[src/rtl/guard_lock_pkg.sv]
// package: constants, types and timing of the guard lock teach-in control
package guard_lock_pkg;

    localparam int unsigned CLK_HZ          = 200_000_000;
    localparam int unsigned TEACH_RUN_S     = 10;
    localparam int unsigned REMOVE_WAIT_MIN = 5;
    localparam int unsigned INHIBIT_MIN     = 10;
    localparam int unsigned SLOW_FLASH_HZ   = 1;
    localparam int unsigned FAST_FLASH_HZ   = 3;
    localparam int unsigned RED_FLASH_COUNT = 5;
    localparam int unsigned SEC_PER_MIN     = 60;

    localparam int unsigned CODE_W = 32;
    localparam int unsigned SEC_W  = 10;
    localparam int unsigned CYC_W  = 28;

    // derived counts
    localparam int unsigned TEACH_RUN_SEC   = TEACH_RUN_S;
    localparam int unsigned REMOVE_WAIT_SEC = REMOVE_WAIT_MIN * SEC_PER_MIN;
    localparam int unsigned INHIBIT_SEC     = INHIBIT_MIN * SEC_PER_MIN;
    localparam int unsigned SEC_CYCLES      = CLK_HZ;
    localparam int unsigned SLOW_HALF_CYC   = CLK_HZ / (2 * SLOW_FLASH_HZ);
    localparam int unsigned FAST_HALF_CYC   = CLK_HZ / (2 * FAST_FLASH_HZ);

    typedef enum logic [2:0] {
        ST_BOOT,
        ST_RUN,
        ST_TEACH,
        ST_REMOVE_REQ,
        ST_ABORT,
        ST_CONFIRM,
        ST_INHIBIT
    } teach_state_e;

    typedef struct packed {
        logic green;
        logic red;
        logic yellow;
    } led_s;

    typedef struct packed {
        logic                teach_pending;
        logic                paired;
        logic                inhibit;
        logic [CODE_W-1:0]   code;
        logic [CODE_W-1:0]   pending_code;
    } nv_s;

endpackage : guard_lock_pkg

[src/rtl/guard_lock_teach_control.sv]
// module: teach-in, lock drive and safety output control of a guard lock
// How it works
// - a standard coded unit accepts any actuator and runs from reset with no teach-in.
// - an individually coded unit starts teach-in only after a power cycle and a fresh actuator detection.
// - during teach-in green is off, red is on and yellow flashes at 1 Hz.
// - after 10 s of teach-in yellow flashes briefly at 3 Hz to ask for a power removal.
// - without power removal within 5 min teach-in is dropped and red flashes five times.
// - after power returns the learned code is made active and stored only once an actuator with that code is detected.
// - the single-teach unit keeps its first pairing forever and refuses any later teach-in.
// - the repeat-teach unit may teach again at will and each new code replaces the old one.
// - after a new code the repeat-teach unit holds a ten minute inhibit with green flashing.
// - a power loss during the inhibit restarts the full inhibit after power returns.
// - power-to-unlock: control input high unlocks, low locks.
// - power-to-lock: control input high locks, low unlocks.
// - lock-monitoring outputs drop both safety outputs whenever the lock is released.
// - lock-monitoring outputs come back on relock with the actuator still inserted.
// - guard-monitoring outputs drop only when the guard is opened.
`timescale 1ns/1ps
module guard_lock_teach_control #(
    parameter int unsigned TICK_CYCLES = guard_lock_pkg::SEC_CYCLES,    // cycles per second tick
    parameter int unsigned SLOW_HALF   = guard_lock_pkg::SLOW_HALF_CYC, // 1 Hz half period
    parameter int unsigned FAST_HALF   = guard_lock_pkg::FAST_HALF_CYC  // 3 Hz half period
) (
    input  wire logic                              clk_in,            // system clock
    input  wire logic                              reset_in,          // power-on, sync high
    input  wire logic                              individual_code_in, // 1: individually coded
    input  wire logic                              repeat_teach_variant_in, // 1: repeat, 0: single
    input  wire logic                              power_to_lock_in,  // 1: power-to-lock variant
    input  wire logic                              guard_monitor_in,  // 1: guard-monitoring outputs
    input  wire logic                              solenoid_ctrl_in,  // control pin (async)
    input  wire logic                              actuator_valid_in, // actuator read (async)
    input  wire logic [guard_lock_pkg::CODE_W-1:0] actuator_code_in,  // code read, stable with valid
    input  wire logic                              bolt_locked_in,    // bolt home sense (async)
    input  wire logic                              safety_input_one_in, // chain input 1 (async)
    input  wire logic                              safety_input_two_in, // chain input 2 (async)
    input  wire guard_lock_pkg::nv_s               nv_in,             // stored state at power-up
    output guard_lock_pkg::nv_s                    nv_out,            // state to keep in storage
    output logic                                   nv_write_out,      // pulse: store nv_out
    output logic                                   lock_drive_out,    // 1: drive bolt to lock
    output logic                                   safety_output_one_out, // safety output 1
    output logic                                   safety_output_two_out, // safety output 2
    output guard_lock_pkg::led_s                   led_out,           // indicator drive
    output logic                                   teach_active_out   // teach-in running
);
    // ==========================================================
    // input synchronisers
    logic [4:0] s1_reg;
    logic [4:0] s2_reg;
    always_ff @(posedge clk_in) begin
        s1_reg <= {solenoid_ctrl_in, actuator_valid_in, bolt_locked_in, safety_input_one_in, safety_input_two_in};
        s2_reg <= s1_reg;
    end
    wire ctrl_s    = s2_reg[4];
    wire act_s     = s2_reg[3];
    wire bolt_s    = s2_reg[2];
    wire chain_s   = s2_reg[1] & s2_reg[0];

    // ==========================================================
    // timing enables
    logic sec_tick;
    logic slow_tick;
    logic fast_tick;
    logic restart_timers;
    tick_divider #(.PERIOD(TICK_CYCLES)) u_sec (
        .clk_in(clk_in), .reset_in(reset_in), .restart_in(restart_timers), .tick_out(sec_tick));
    tick_divider #(.PERIOD(SLOW_HALF)) u_slow (
        .clk_in(clk_in), .reset_in(reset_in), .restart_in(1'b0), .tick_out(slow_tick));
    tick_divider #(.PERIOD(FAST_HALF)) u_fast (
        .clk_in(clk_in), .reset_in(reset_in), .restart_in(1'b0), .tick_out(fast_tick));

    // ==========================================================
    // state
    guard_lock_pkg::teach_state_e state_reg;
    guard_lock_pkg::teach_state_e state_next;
    guard_lock_pkg::nv_s          nv_reg;
    guard_lock_pkg::nv_s          nv_next;
    logic [guard_lock_pkg::SEC_W-1:0]  sec_reg;
    logic [guard_lock_pkg::CODE_W-1:0] learn_reg;
    logic                              act_prev_reg;
    logic                              slow_reg;
    logic                              fast_reg;
    logic [3:0]                        flash_cnt_reg;
    logic                              nv_loaded_reg;
    logic                              fresh_reg;

    localparam logic [guard_lock_pkg::SEC_W-1:0] T_TEACH  = guard_lock_pkg::SEC_W'(guard_lock_pkg::TEACH_RUN_SEC);
    localparam logic [guard_lock_pkg::SEC_W-1:0] T_REMOVE = guard_lock_pkg::SEC_W'(guard_lock_pkg::REMOVE_WAIT_SEC);
    localparam logic [guard_lock_pkg::SEC_W-1:0] T_INHIB  = guard_lock_pkg::SEC_W'(guard_lock_pkg::INHIBIT_SEC);
    localparam logic [3:0] RED_EDGES = 4'(2 * guard_lock_pkg::RED_FLASH_COUNT);

    wire act_rise    = act_s & ~act_prev_reg;
    wire code_match  = ~individual_code_in | (nv_reg.paired & (learn_reg == nv_reg.code));
    wire may_teach   = individual_code_in & (~nv_reg.paired | repeat_teach_variant_in);
    wire new_code    = act_s & (actuator_code_in != nv_reg.code);
    wire state_chg   = (state_next != state_reg);

    // ==========================================================
    // teach-in sequence
    always_comb begin
        state_next     = state_reg;
        nv_next        = nv_reg;
        restart_timers = state_chg;
        case (state_reg)
            guard_lock_pkg::ST_BOOT: begin
                if (nv_reg.inhibit) begin
                    state_next = guard_lock_pkg::ST_INHIBIT;
                end else if (nv_reg.teach_pending) begin
                    state_next = guard_lock_pkg::ST_CONFIRM;
                end else begin
                    state_next = guard_lock_pkg::ST_RUN;
                end
            end
            guard_lock_pkg::ST_RUN: begin
                // only the first detection after power-up may open teach-in
                if (act_rise && nv_loaded_reg && fresh_reg && may_teach && (new_code || !nv_reg.paired)) begin
                    state_next = guard_lock_pkg::ST_TEACH;
                end
            end
            guard_lock_pkg::ST_TEACH: begin
                if (sec_tick && sec_reg == T_TEACH - guard_lock_pkg::SEC_W'(1)) begin
                    state_next = guard_lock_pkg::ST_REMOVE_REQ;
                    nv_next.teach_pending = 1'b1;
                    // the learned code has to outlive the power cycle that confirms it
                    nv_next.pending_code  = learn_reg;
                end
            end
            guard_lock_pkg::ST_REMOVE_REQ: begin
                if (sec_tick && sec_reg == T_REMOVE - guard_lock_pkg::SEC_W'(1)) begin
                    state_next = guard_lock_pkg::ST_ABORT;
                    nv_next.teach_pending = 1'b0;
                end
            end
            guard_lock_pkg::ST_ABORT: begin
                if (flash_cnt_reg == RED_EDGES) begin
                    state_next = guard_lock_pkg::ST_RUN;
                end
            end
            guard_lock_pkg::ST_CONFIRM: begin
                if (act_s && actuator_code_in == learn_reg) begin
                    nv_next.code          = learn_reg;
                    nv_next.paired        = 1'b1;
                    nv_next.teach_pending = 1'b0;
                    nv_next.inhibit       = repeat_teach_variant_in;
                    state_next = repeat_teach_variant_in ? guard_lock_pkg::ST_INHIBIT : guard_lock_pkg::ST_RUN;
                end
            end
            guard_lock_pkg::ST_INHIBIT: begin
                if (sec_reg >= T_INHIB && act_s) begin
                    nv_next.inhibit = 1'b0;
                    state_next = guard_lock_pkg::ST_RUN;
                end
            end
            default: state_next = guard_lock_pkg::ST_BOOT;
        endcase
    end

    always_ff @(posedge clk_in) begin
        if (reset_in) begin
            state_reg     <= guard_lock_pkg::ST_BOOT;
            nv_reg        <= '0;
            nv_loaded_reg <= 1'b0;
            nv_write_out  <= 1'b0;
        end else if (!nv_loaded_reg) begin
            nv_reg        <= nv_in;
            nv_loaded_reg <= 1'b1;
            nv_write_out  <= 1'b0;
        end else begin
            state_reg    <= state_next;
            nv_reg       <= nv_next;
            nv_write_out <= (nv_next != nv_reg);
        end
    end
    assign nv_out = nv_reg;

    // seconds spent in the current state; inhibit restarts from zero at boot
    always_ff @(posedge clk_in) begin
        if (reset_in || restart_timers) begin
            sec_reg <= '0;
        end else if (sec_tick && sec_reg != {guard_lock_pkg::SEC_W{1'b1}}) begin
            sec_reg <= sec_reg + guard_lock_pkg::SEC_W'(1);
        end
    end

    always_ff @(posedge clk_in) begin
        if (reset_in) begin
            act_prev_reg <= 1'b1;
            learn_reg    <= '0;
            fresh_reg    <= 1'b1;
        end else begin
            act_prev_reg <= act_s;
            // a later detection without a power cycle must not open teach-in
            if (act_rise) begin
                fresh_reg <= 1'b0;
            end
            if (state_reg == guard_lock_pkg::ST_RUN && state_next == guard_lock_pkg::ST_TEACH) begin
                learn_reg <= actuator_code_in;
            end else if (state_reg == guard_lock_pkg::ST_BOOT) begin
                learn_reg <= nv_reg.teach_pending ? nv_reg.pending_code : nv_reg.code;
            end else if (state_reg == guard_lock_pkg::ST_RUN && act_rise) begin
                learn_reg <= actuator_code_in;
            end
        end
    end

    // ==========================================================
    // flashing
    always_ff @(posedge clk_in) begin
        if (reset_in) begin
            slow_reg      <= 1'b0;
            fast_reg      <= 1'b0;
            flash_cnt_reg <= '0;
        end else begin
            if (slow_tick) slow_reg <= ~slow_reg;
            if (fast_tick) fast_reg <= ~fast_reg;
            if (state_reg != guard_lock_pkg::ST_ABORT) begin
                flash_cnt_reg <= '0;
            end else if (slow_tick && flash_cnt_reg != RED_EDGES) begin
                flash_cnt_reg <= flash_cnt_reg + 4'(1);
            end
        end
    end

    // ==========================================================
    // lock and outputs
    wire in_teach  = (state_reg == guard_lock_pkg::ST_TEACH) || (state_reg == guard_lock_pkg::ST_REMOVE_REQ);
    wire blocked   = in_teach || (state_reg != guard_lock_pkg::ST_RUN);
    wire want_lock = power_to_lock_in ? ctrl_s : ~ctrl_s;
    wire ok_base   = ~blocked & chain_s & act_s & code_match;
    // lock mode needs bolt home; guard mode only needs the actuator in
    wire ok_out    = guard_monitor_in ? ok_base : (ok_base & bolt_s);
    // odd counts are lit so exactly five pulses show, whatever the free running phase
    wire red_on    = in_teach || (state_reg == guard_lock_pkg::ST_ABORT && flash_cnt_reg[0]);
    wire yel_on    = (state_reg == guard_lock_pkg::ST_TEACH) ? slow_reg :
                     (state_reg == guard_lock_pkg::ST_REMOVE_REQ) ? (fast_reg & slow_reg) :
                     (state_reg == guard_lock_pkg::ST_RUN) ? (act_s & bolt_s) : 1'b0;
    wire grn_on    = in_teach ? 1'b0 :
                     (state_reg == guard_lock_pkg::ST_INHIBIT) ? slow_reg : 1'b1;

    always_ff @(posedge clk_in) begin
        if (reset_in) begin
            lock_drive_out        <= 1'b0;
            safety_output_one_out <= 1'b0;
            safety_output_two_out <= 1'b0;
            led_out               <= '0;
            teach_active_out      <= 1'b0;
        end else begin
            lock_drive_out        <= want_lock & act_s;
            safety_output_one_out <= ok_out;
            safety_output_two_out <= ok_out;
            led_out               <= '{green: grn_on, red: red_on, yellow: yel_on};
            teach_active_out      <= in_teach;
        end
    end

    // ==========================================================
    // checks
    property p_teach_outputs_off;
        @(posedge clk_in) disable iff (reset_in) in_teach |=> !safety_output_one_out && !safety_output_two_out;
    endproperty
    a_teach_outputs_off: assert property (p_teach_outputs_off) else $error("output on during teach");

    property p_teach_leds;
        @(posedge clk_in) disable iff (reset_in)
            (state_reg == guard_lock_pkg::ST_TEACH) |=> !led_out.green && led_out.red;
    endproperty
    a_teach_leds: assert property (p_teach_leds) else $error("teach indicator wrong");

    property p_single_refuse;
        @(posedge clk_in) disable iff (reset_in)
            (!repeat_teach_variant_in && nv_reg.paired && state_reg == guard_lock_pkg::ST_RUN)
            |=> state_reg != guard_lock_pkg::ST_TEACH;
    endproperty
    a_single_refuse: assert property (p_single_refuse) else $error("single unit re-taught");

    property p_lock_drop;
        @(posedge clk_in) disable iff (reset_in)
            (!guard_monitor_in && !bolt_s) |=> !safety_output_one_out;
    endproperty
    a_lock_drop: assert property (p_lock_drop) else $error("output on while unlocked");

    property p_guard_mode_hold;
        @(posedge clk_in) disable iff (reset_in)
            (guard_monitor_in && ok_base) |=> safety_output_one_out && safety_output_two_out;
    endproperty
    a_guard_mode_hold: assert property (p_guard_mode_hold) else $error("guard mode dropped");

    property p_lock_polarity;
        @(posedge clk_in) disable iff (reset_in)
            (act_s && !reset_in) |=> lock_drive_out == ($past(power_to_lock_in) ? $past(ctrl_s) : !$past(ctrl_s));
    endproperty
    a_lock_polarity: assert property (p_lock_polarity) else $error("lock polarity wrong");

    property p_inhibit_off;
        @(posedge clk_in) disable iff (reset_in)
            (state_reg == guard_lock_pkg::ST_INHIBIT) |=> !safety_output_two_out;
    endproperty
    a_inhibit_off: assert property (p_inhibit_off) else $error("output on during inhibit");

    property p_confirm_store;
        @(posedge clk_in) disable iff (reset_in)
            (state_reg == guard_lock_pkg::ST_CONFIRM && state_next != guard_lock_pkg::ST_CONFIRM)
            |=> nv_reg.paired && nv_write_out;
    endproperty
    a_confirm_store: assert property (p_confirm_store) else $error("code not stored");
endmodule : guard_lock_teach_control

[src/rtl/tick_divider.sv]
// module: free running divider giving one-cycle enable pulses
`timescale 1ns/1ps
module tick_divider #(
    parameter int unsigned PERIOD = 200_000_000
) (
    input  wire logic clk_in,     // system clock
    input  wire logic reset_in,   // synchronous reset
    input  wire logic restart_in, // restart count from zero
    output logic      tick_out    // one-cycle pulse per period
);
    localparam int unsigned CW = $clog2(PERIOD + 1);
    localparam logic [CW-1:0] LAST = CW'(PERIOD - 1);

    logic [CW-1:0] count_reg;
    wire           wrap = (count_reg == LAST);

    always_ff @(posedge clk_in) begin
        if (reset_in || restart_in || wrap) begin
            count_reg <= '0;
        end else begin
            count_reg <= count_reg + CW'(1);
        end
    end

    always_ff @(posedge clk_in) begin
        if (reset_in || restart_in) begin
            tick_out <= 1'b0;
        end else begin
            tick_out <= wrap;
        end
    end
endmodule : tick_divider

[config.mk]
export PLATFORM = sky130hd
export DESIGN_NAME = guard_lock_teach_control
export DESIGN_NICKNAME = d
export VERILOG_FILES = /design/src/rtl/guard_lock_pkg.sv /design/src/rtl/guard_lock_teach_control.sv /design/src/rtl/tick_divider.sv
export SDC_FILE = /design/constraint.sdc
export NUM_CORES = 1
export LEC_CHECK = 0
export BUFFER_PORTS_ARGS = -buffer_cell sky130_fd_sc_hd__clkbuf_2
export CAP_MARGIN = 20
export CELL_PAD_IN_SITES_DETAIL_PLACEMENT = 1
export CELL_PAD_IN_SITES_GLOBAL_PLACEMENT = 1
export CORE_MARGIN = 2
export CORE_UTILIZATION = 43
export DETAILED_ROUTE_END_ITERATION = 12
export GPL_TIMING_DRIVEN = 0
export HOLD_SLACK_MARGIN = 0.1
export PLACE_DENSITY = 0.81
export SYNTH_ARGS = -nofsm -noshare
export SYNTH_HDL_FRONTEND = slang
export SYNTH_SLANG_ARGS = --single-unit
[constraint.sdc]
create_clock -name clk_in -period 3 [get_ports clk_in]
set_input_delay 0 -clock clk_in [delete_from_list [all_inputs] [get_ports clk_in]]
set_output_delay 0 -clock clk_in [all_outputs]
set_load 0.01 [all_outputs]
==> results of run 1 <==
area by class of cell:
| cell class | count | area, um2 |
|---|---|---|
| clock inverters | 6 | 36.3 |
| inverters | 39 | 146 |
| fillers | 3085 | 11400 |
| plain buffers | 97 | 507 |
| repair buffers | 295 | 2030 |
| well taps | 335 | 419 |
| multi-input cells | 981 | 6490 |
| clock buffers | 36 | 717 |
| diodes | 6 | 15.0 |
| flip-flops and latches | 221 | 4420 |
through the flow:
stage	worst slack (ps)	util	hold WS (ps)	area [um2]
2_1_floorplan	821	-	27.7	11600
3_3_place_gp	85.2	0.492	102	12900
3_5_place_dp	44.0	0.492	105	12900
4_1_cts	163	0.563	102	14800
5_1_grt	29.6	0.564	108	14800
6_report	167	0.564	109	14800
worst paths after layout:
check	to	slack [ps]
hold / removal	s1_reg[0]$_DFF_P_	110
hold reg to reg	s2_reg[0]$_DFF_P_	330
setup reg to reg	learn_reg[1]$_SDFFE_PP0P_	170
setup / recovery	learn_reg[1]$_SDFFE_PP0P_	170
per-layer routing:
metal / vias up / part of all wire / track usage
li1: 5349 / - / -
met1: 5835 / 0.41 / 0.421
met2: 611 / 0.45 / 0.534
met3: 165 / 0.084 / 0.0710
met4: 0 / 0.051 / 0.152
met5: - / 0 / 0
power breakdown:
part	total (mW)	switching [mW]	internal (mW)
clock	2.93	1.28	1.65
sequential	3.28	0.201	3.08
combinational	1.67	1.03	0.638
total	7.89	2.52	5.37
layout by cell type, fill, tap and decap left out, types with 19 or more instances in the layout:
cell type / count
dlygate4sd3_1: 111
nand3_1: 44
a21oi_1: 53
clkbuf_1: 61
nor2_1: 224
nor4_1: 37
nor3_1: 35
inv_1: 39
clkbuf_16: 25
mux2i_1: 87
xor2_1: 88
xnor2_1: 105
nand4_1: 41
nand2_1: 34
a211oi_1: 98
clkbuf_2: 183
and3_1: 19
buf_2: 27
dfxtp_1: 221
kinds of logic after synthesis:
family,synth area share
and+or+nand+nor,0.208
DFF,0.383
AOI/OAI and AO/OA,0.121
xor gates and xnor gates,0.146
buffers and inverters,0.0565
muxes,0.0754
adders and majority gates,0.00975
worst register-to-register path: stages, from the launching register on:
cell      delay, ps
dfxtp_1         360
clkbuf_1        390
nor3b_1         210
a21oi_1         450
buf_4           280
clkbuf_1        480
a21oi_1         230
nor2_1          310
what timing repair did:
action,in CTS,in global routing
pin swaps,0,0
hold endpoints to repair,109,0
endpoints found under the setup margin,19,20
gates resized for setup,1,1
hold buffers,111,0
==> impl_metrics.ini, run 1 <==
[outcome]
outcome = completed

[die]
die_area_um2 = 28200
coreArea_um2 = 26200
placementRows = 59
ios = 185
die_y_um = 168
die-width_um = 168
start_util = 0.441

[timing]
setup_viol = 0
drv_slew = 0
maxSlewHeadroom = 0.348
max_freq_mhz = 353
hold_viol_final = 0
rsz0062_at_grt = false
min_period_ps = 2830
fin_crit_sh = 0.944
tightest_slew_ps = 978
tns_ps = 0
fin_skew_ps = 22.1

[global_routing]
grt_pass1_wl_um = 72900
grt_usage = 0.330
grt_start_max_net_pins = 13
first_global_vias = 12500
grt_overflow_total = 0
antenna_found_initial = 4

[place]
dp_hpwl_um = 31900
dp_cells = 1856
portBuffers = 183
gp_congestion = 1.00

[critical_path]
critical_path_buf_inv_count = 3
worstSetupStartpoint = state_reg[1]$_SDFFE_PP0P_
critical-path-top-delay-family = buffers and inverters
r2r-start = state_reg[1]$_SDFFE_PP0P_
required_ps = 3410
cp_slowest_stage_delay_ps = 480
cp-end-kind = register
cp.arrival_ps = 3240
start_kind = register
cpMaxStageDelayCell = clkbuf_1
cp_max_fo = 10
crit_type = register to register
cp_cell_sequence = clkbuf_1 -> nor3b_1 -> a21oi_1 -> buf_4 -> clkbuf_1 -> a21oi_1 -> nor2_1
r2r_cells = 7
path_depth = 7

[power]
irDropWorstVdd_mv = 0.353
power_mw = 7.89
p_per_area_nw_per_um2 = 533
p_leak_nw = 5.78

[clock_tree]
numClockSinks = 221
post_cts_buffers = 0
cts_tree = done
cts_root_buf = clkbuf_16
cts.htree.levels = 1
clk_pin_slew_ps = 60
cts_buffer_depth = 3
cts_buffers = 25
insertion_delay_ps = 540

[synth]
synth_common_cells = 224 x nor2_1, 221 x dfxtp_1, 105 x xnor2_1
synth_area_um2 = 11600
yosysUniqueCellTypes = 65
synth-async-reset-ratio = 0
synth.yosys.seq_area_share = 0.383
synth-seq-cells = 221
yosys-top-cells-area = dfxtp_1 38%, xnor2_1 8.0%, mux2i_1 7.5%
avgSynthCellArea_um2 = 8.63
synthFlopType = dfxtp_1
synth_fp_nets = 1457
synth_cells = 1338
synthMostInstantiatedCell = nor2_1
yosysWarnings = 0
synth_edf_count = 0
synth_top_area_share = 0.383
synth_top_cell_by_area = dfxtp_1

[cells_and_area]
stdcell_count = 2016
largest_register_ffs = 67
drive_above_1_share = 0.165
layout.nets = 1779
area_growth_pct = 28.0

[route]
drt_wl_total_um = 47500
drtAntennaViolNets = 0
viasPerCell = 5.93
drt_iter0_markers = 968
first_pass_iters = 6
drc = 0
routedWlPerCell_um = 23.6
vias = 12000

[min_path]
min_from = safety_input_two_in
min_path_type = input pin to register
hold_depth = 2

[job]
maxCapViolCount = 0
No activity file was read; power rests on OpenSTA's default activity.
==> inputs of run 2 (changes only) <==
--- a/config.mk
+++ b/config.mk
@@ -5,16 +5,17 @@
 export SDC_FILE = /design/constraint.sdc
 export NUM_CORES = 1
 export LEC_CHECK = 0
-export BUFFER_PORTS_ARGS = -buffer_cell sky130_fd_sc_hd__clkbuf_2
+export BUFFER_PORTS_ARGS = -buffer_cell sky130_fd_sc_hd__buf_2
 export CAP_MARGIN = 20
 export CELL_PAD_IN_SITES_DETAIL_PLACEMENT = 1
 export CELL_PAD_IN_SITES_GLOBAL_PLACEMENT = 1
 export CORE_MARGIN = 2
-export CORE_UTILIZATION = 43
+export CORE_UTILIZATION = 44
+export CTS_BUF_LIST = sky130_fd_sc_hd__clkbuf_4 sky130_fd_sc_hd__clkbuf_8
 export DETAILED_ROUTE_END_ITERATION = 12
 export GPL_TIMING_DRIVEN = 0
 export HOLD_SLACK_MARGIN = 0.1
-export PLACE_DENSITY = 0.81
+export PLACE_DENSITY = 0.82
 export SYNTH_ARGS = -nofsm -noshare
 export SYNTH_HDL_FRONTEND = slang
 export SYNTH_SLANG_ARGS = --single-unit
==> impl_metrics.ini, run 2 (synthesized netlist as in run 1, its figures left out) <==
[place]
gp_congestion = 0.991
placed_area_um2 = 12900
pre_cts_ws_ps = 136
dp_hpwl_um = 31900
dp_cells = 1856
portBuffers = 183

[cells_and_area]
final_design_area_no_fill_um2 = 14900
layout_commonest_cell = nor2_1
final_cell_mix = 224 x nor2_1, 221 x dfxtp_1, 210 x buf_2, 114 x dlygate4sd3_1, 105 x xnor2_1
area_growth_pct = 29.3
drive_above_1_share = 0.183
stdcell_count = 2046
largest_register_ffs = 67
layout.nets = 1799
final_util = 0.576

[global_routing]
grt_usage = 0.341
grt_util_met2 = 0.557
grt_start_max_net_pins = 13
gr-usage-met3 = 0.0786
grt_pass1_wl_um = 74200
antenna_found_initial = 0
first_global_vias = 12700
grt_overflow_total = 0
busiest_layer = met2
grt_use_met1 = 0.431

[clock_tree]
cts_tree = done
cts_buffers = 42
insertion_delay_ps = 570
clk_pin_slew_ps = 60
post_cts_buffers = 0
numClockSinks = 221
cts_root_buf = clkbuf_8
cts.htree.levels = 2
cts_buffer_depth = 3

[timing]
drv_slew = 0
maxSlewHeadroom = 0.309
setup_viol = 0
fin_crit_sh = 0.954
fin_skew_ps = 32.7
tightest_slew_ps = 1030
max_freq_mhz = 349
hold_viol_final = 0
rsz0062_at_grt = false
finalWorstSetupSlack_ps = 138
min_period_ps = 2860
tns_ps = 0
whs_ps = 262

[route]
routedWlPerCell_um = 23.3
drt_wl_total_um = 47800
drt_iter0_markers = 918
viasPerCell = 5.86
first_pass_iters = 6
drc = 0
drtAntennaViolNets = 0
vias = 12000

[critical_path]
path_common_cell = nor4_1
critical_path_buf_inv_count = 2
cp_cell_sequence = buf_4 -> xor2_1 -> nor4_1 -> nand4_1 -> nor4_1 -> o211ai_1 -> nand3_2 -> buf_2 -> nor3_1
r2r-start = learn_reg[0]$_SDFFE_PP0P_
required_ps = 3420
start_kind = register
cp.arrival_ps = 3280
cp_max_fo = 10
cp_slowest_stage_delay_ps = 510
cp-end-kind = register
worstSetupStartpoint = learn_reg[0]$_SDFFE_PP0P_
cpMaxStageDelayCell = nor4_1
crit_type = register to register
critical-path-top-delay-family = simple AND/OR/NAND/NOR gates

[power]
netSwitchingFraction = 0.322
clkPwrFrac = 0.390
switchingPower_mw = 2.61
p_leak_nw = 5.91
irDropWorstVdd_mv = 0.380
p_comb_frac = 0.206
p_per_area_nw_per_um2 = 543
power_mw = 8.11
power_frac_seq = 0.405
intPower_mw = 5.50

[die]
die_y_um = 166
die-width_um = 166
die_area_um2 = 27600
ios = 185
start_util = 0.446
placementRows = 59
coreArea_um2 = 25900

[outcome]
outcome = completed

[job]
maxCapViolCount = 0

[min_path]
min_path_type = input pin to register
min_from = individual_code_in
[run 2: changes by cell type in the layout (fill, tap and decap cells not counted), sizes merged]
| cell | delta |
|---|---|
| dlygate4sd3 | +3 |
| bufinv | +1 |
| buf | +183 |
| clkinv | +6 |
| diode | -5 |
| clkbuf | -158 |
[run 2: worst min-delay path, delay by kind of cell]
| kind | cells | cell delay [ps] |
|---|---|---|
| buf+inv | 2 | 670 |
| compound gates | 1 | 100 |
[run 2: final timing paths]
| path | end | slack (ps) | cells past startpoint |
|---|---|---|---|
| max | sec_reg[7]$_SDFFE_PP0P_ | 140 | 9 |
| min | safety_output_two_out$_SDFF_PP0_ | 260 | 3 |
| max reg2reg | sec_reg[7]$_SDFFE_PP0P_ | 140 | 9 |
| min reg2reg | s2_reg[2]$_DFF_P_ | 330 | 0 |
[run 2: metal layers]
| metal | share of wire | routed length (um) |
|---|---|---|
| met5 | 0 | 0 |
| met4 | 0.048 | 2270 |
| met3 | 0.076 | 3630 |
| met2 | 0.46 | 21900 |
| met1 | 0.42 | 20000 |
[run 2: repair_timing]
action,CTS,global route
resized for setup,0,2
hold buffers,114,0
endpoints found under the hold margin,111,0
setup endpoints to repair,0,1
[run 2: area by class of cell]
cell class | count | area (um2)
Multi-Input combinational cell | 981 | 6470
Clock buffer | 61 | 783
Timing Repair Buffer | 298 | 2060
Sequential cell | 221 | 4420
Tap cell | 335 | 419
Antenna cell | 1 | 2.50
Buffer | 97 | 508
Fill cell | 3087 | 11000
Inverter | 39 | 146
Clock inverter | 13 | 110
[run 2: power by group through the flow]
stage,logic (mW),registers [mW],clock network [mW]
after CTS,1.58,3.27,3.19
after floorplan,0.879,3.29,0
after detailed placement,1.45,3.33,0
after global placement,1.42,3.32,0
final,1.67,3.28,3.16
after global routing,1.77,3.29,3.36
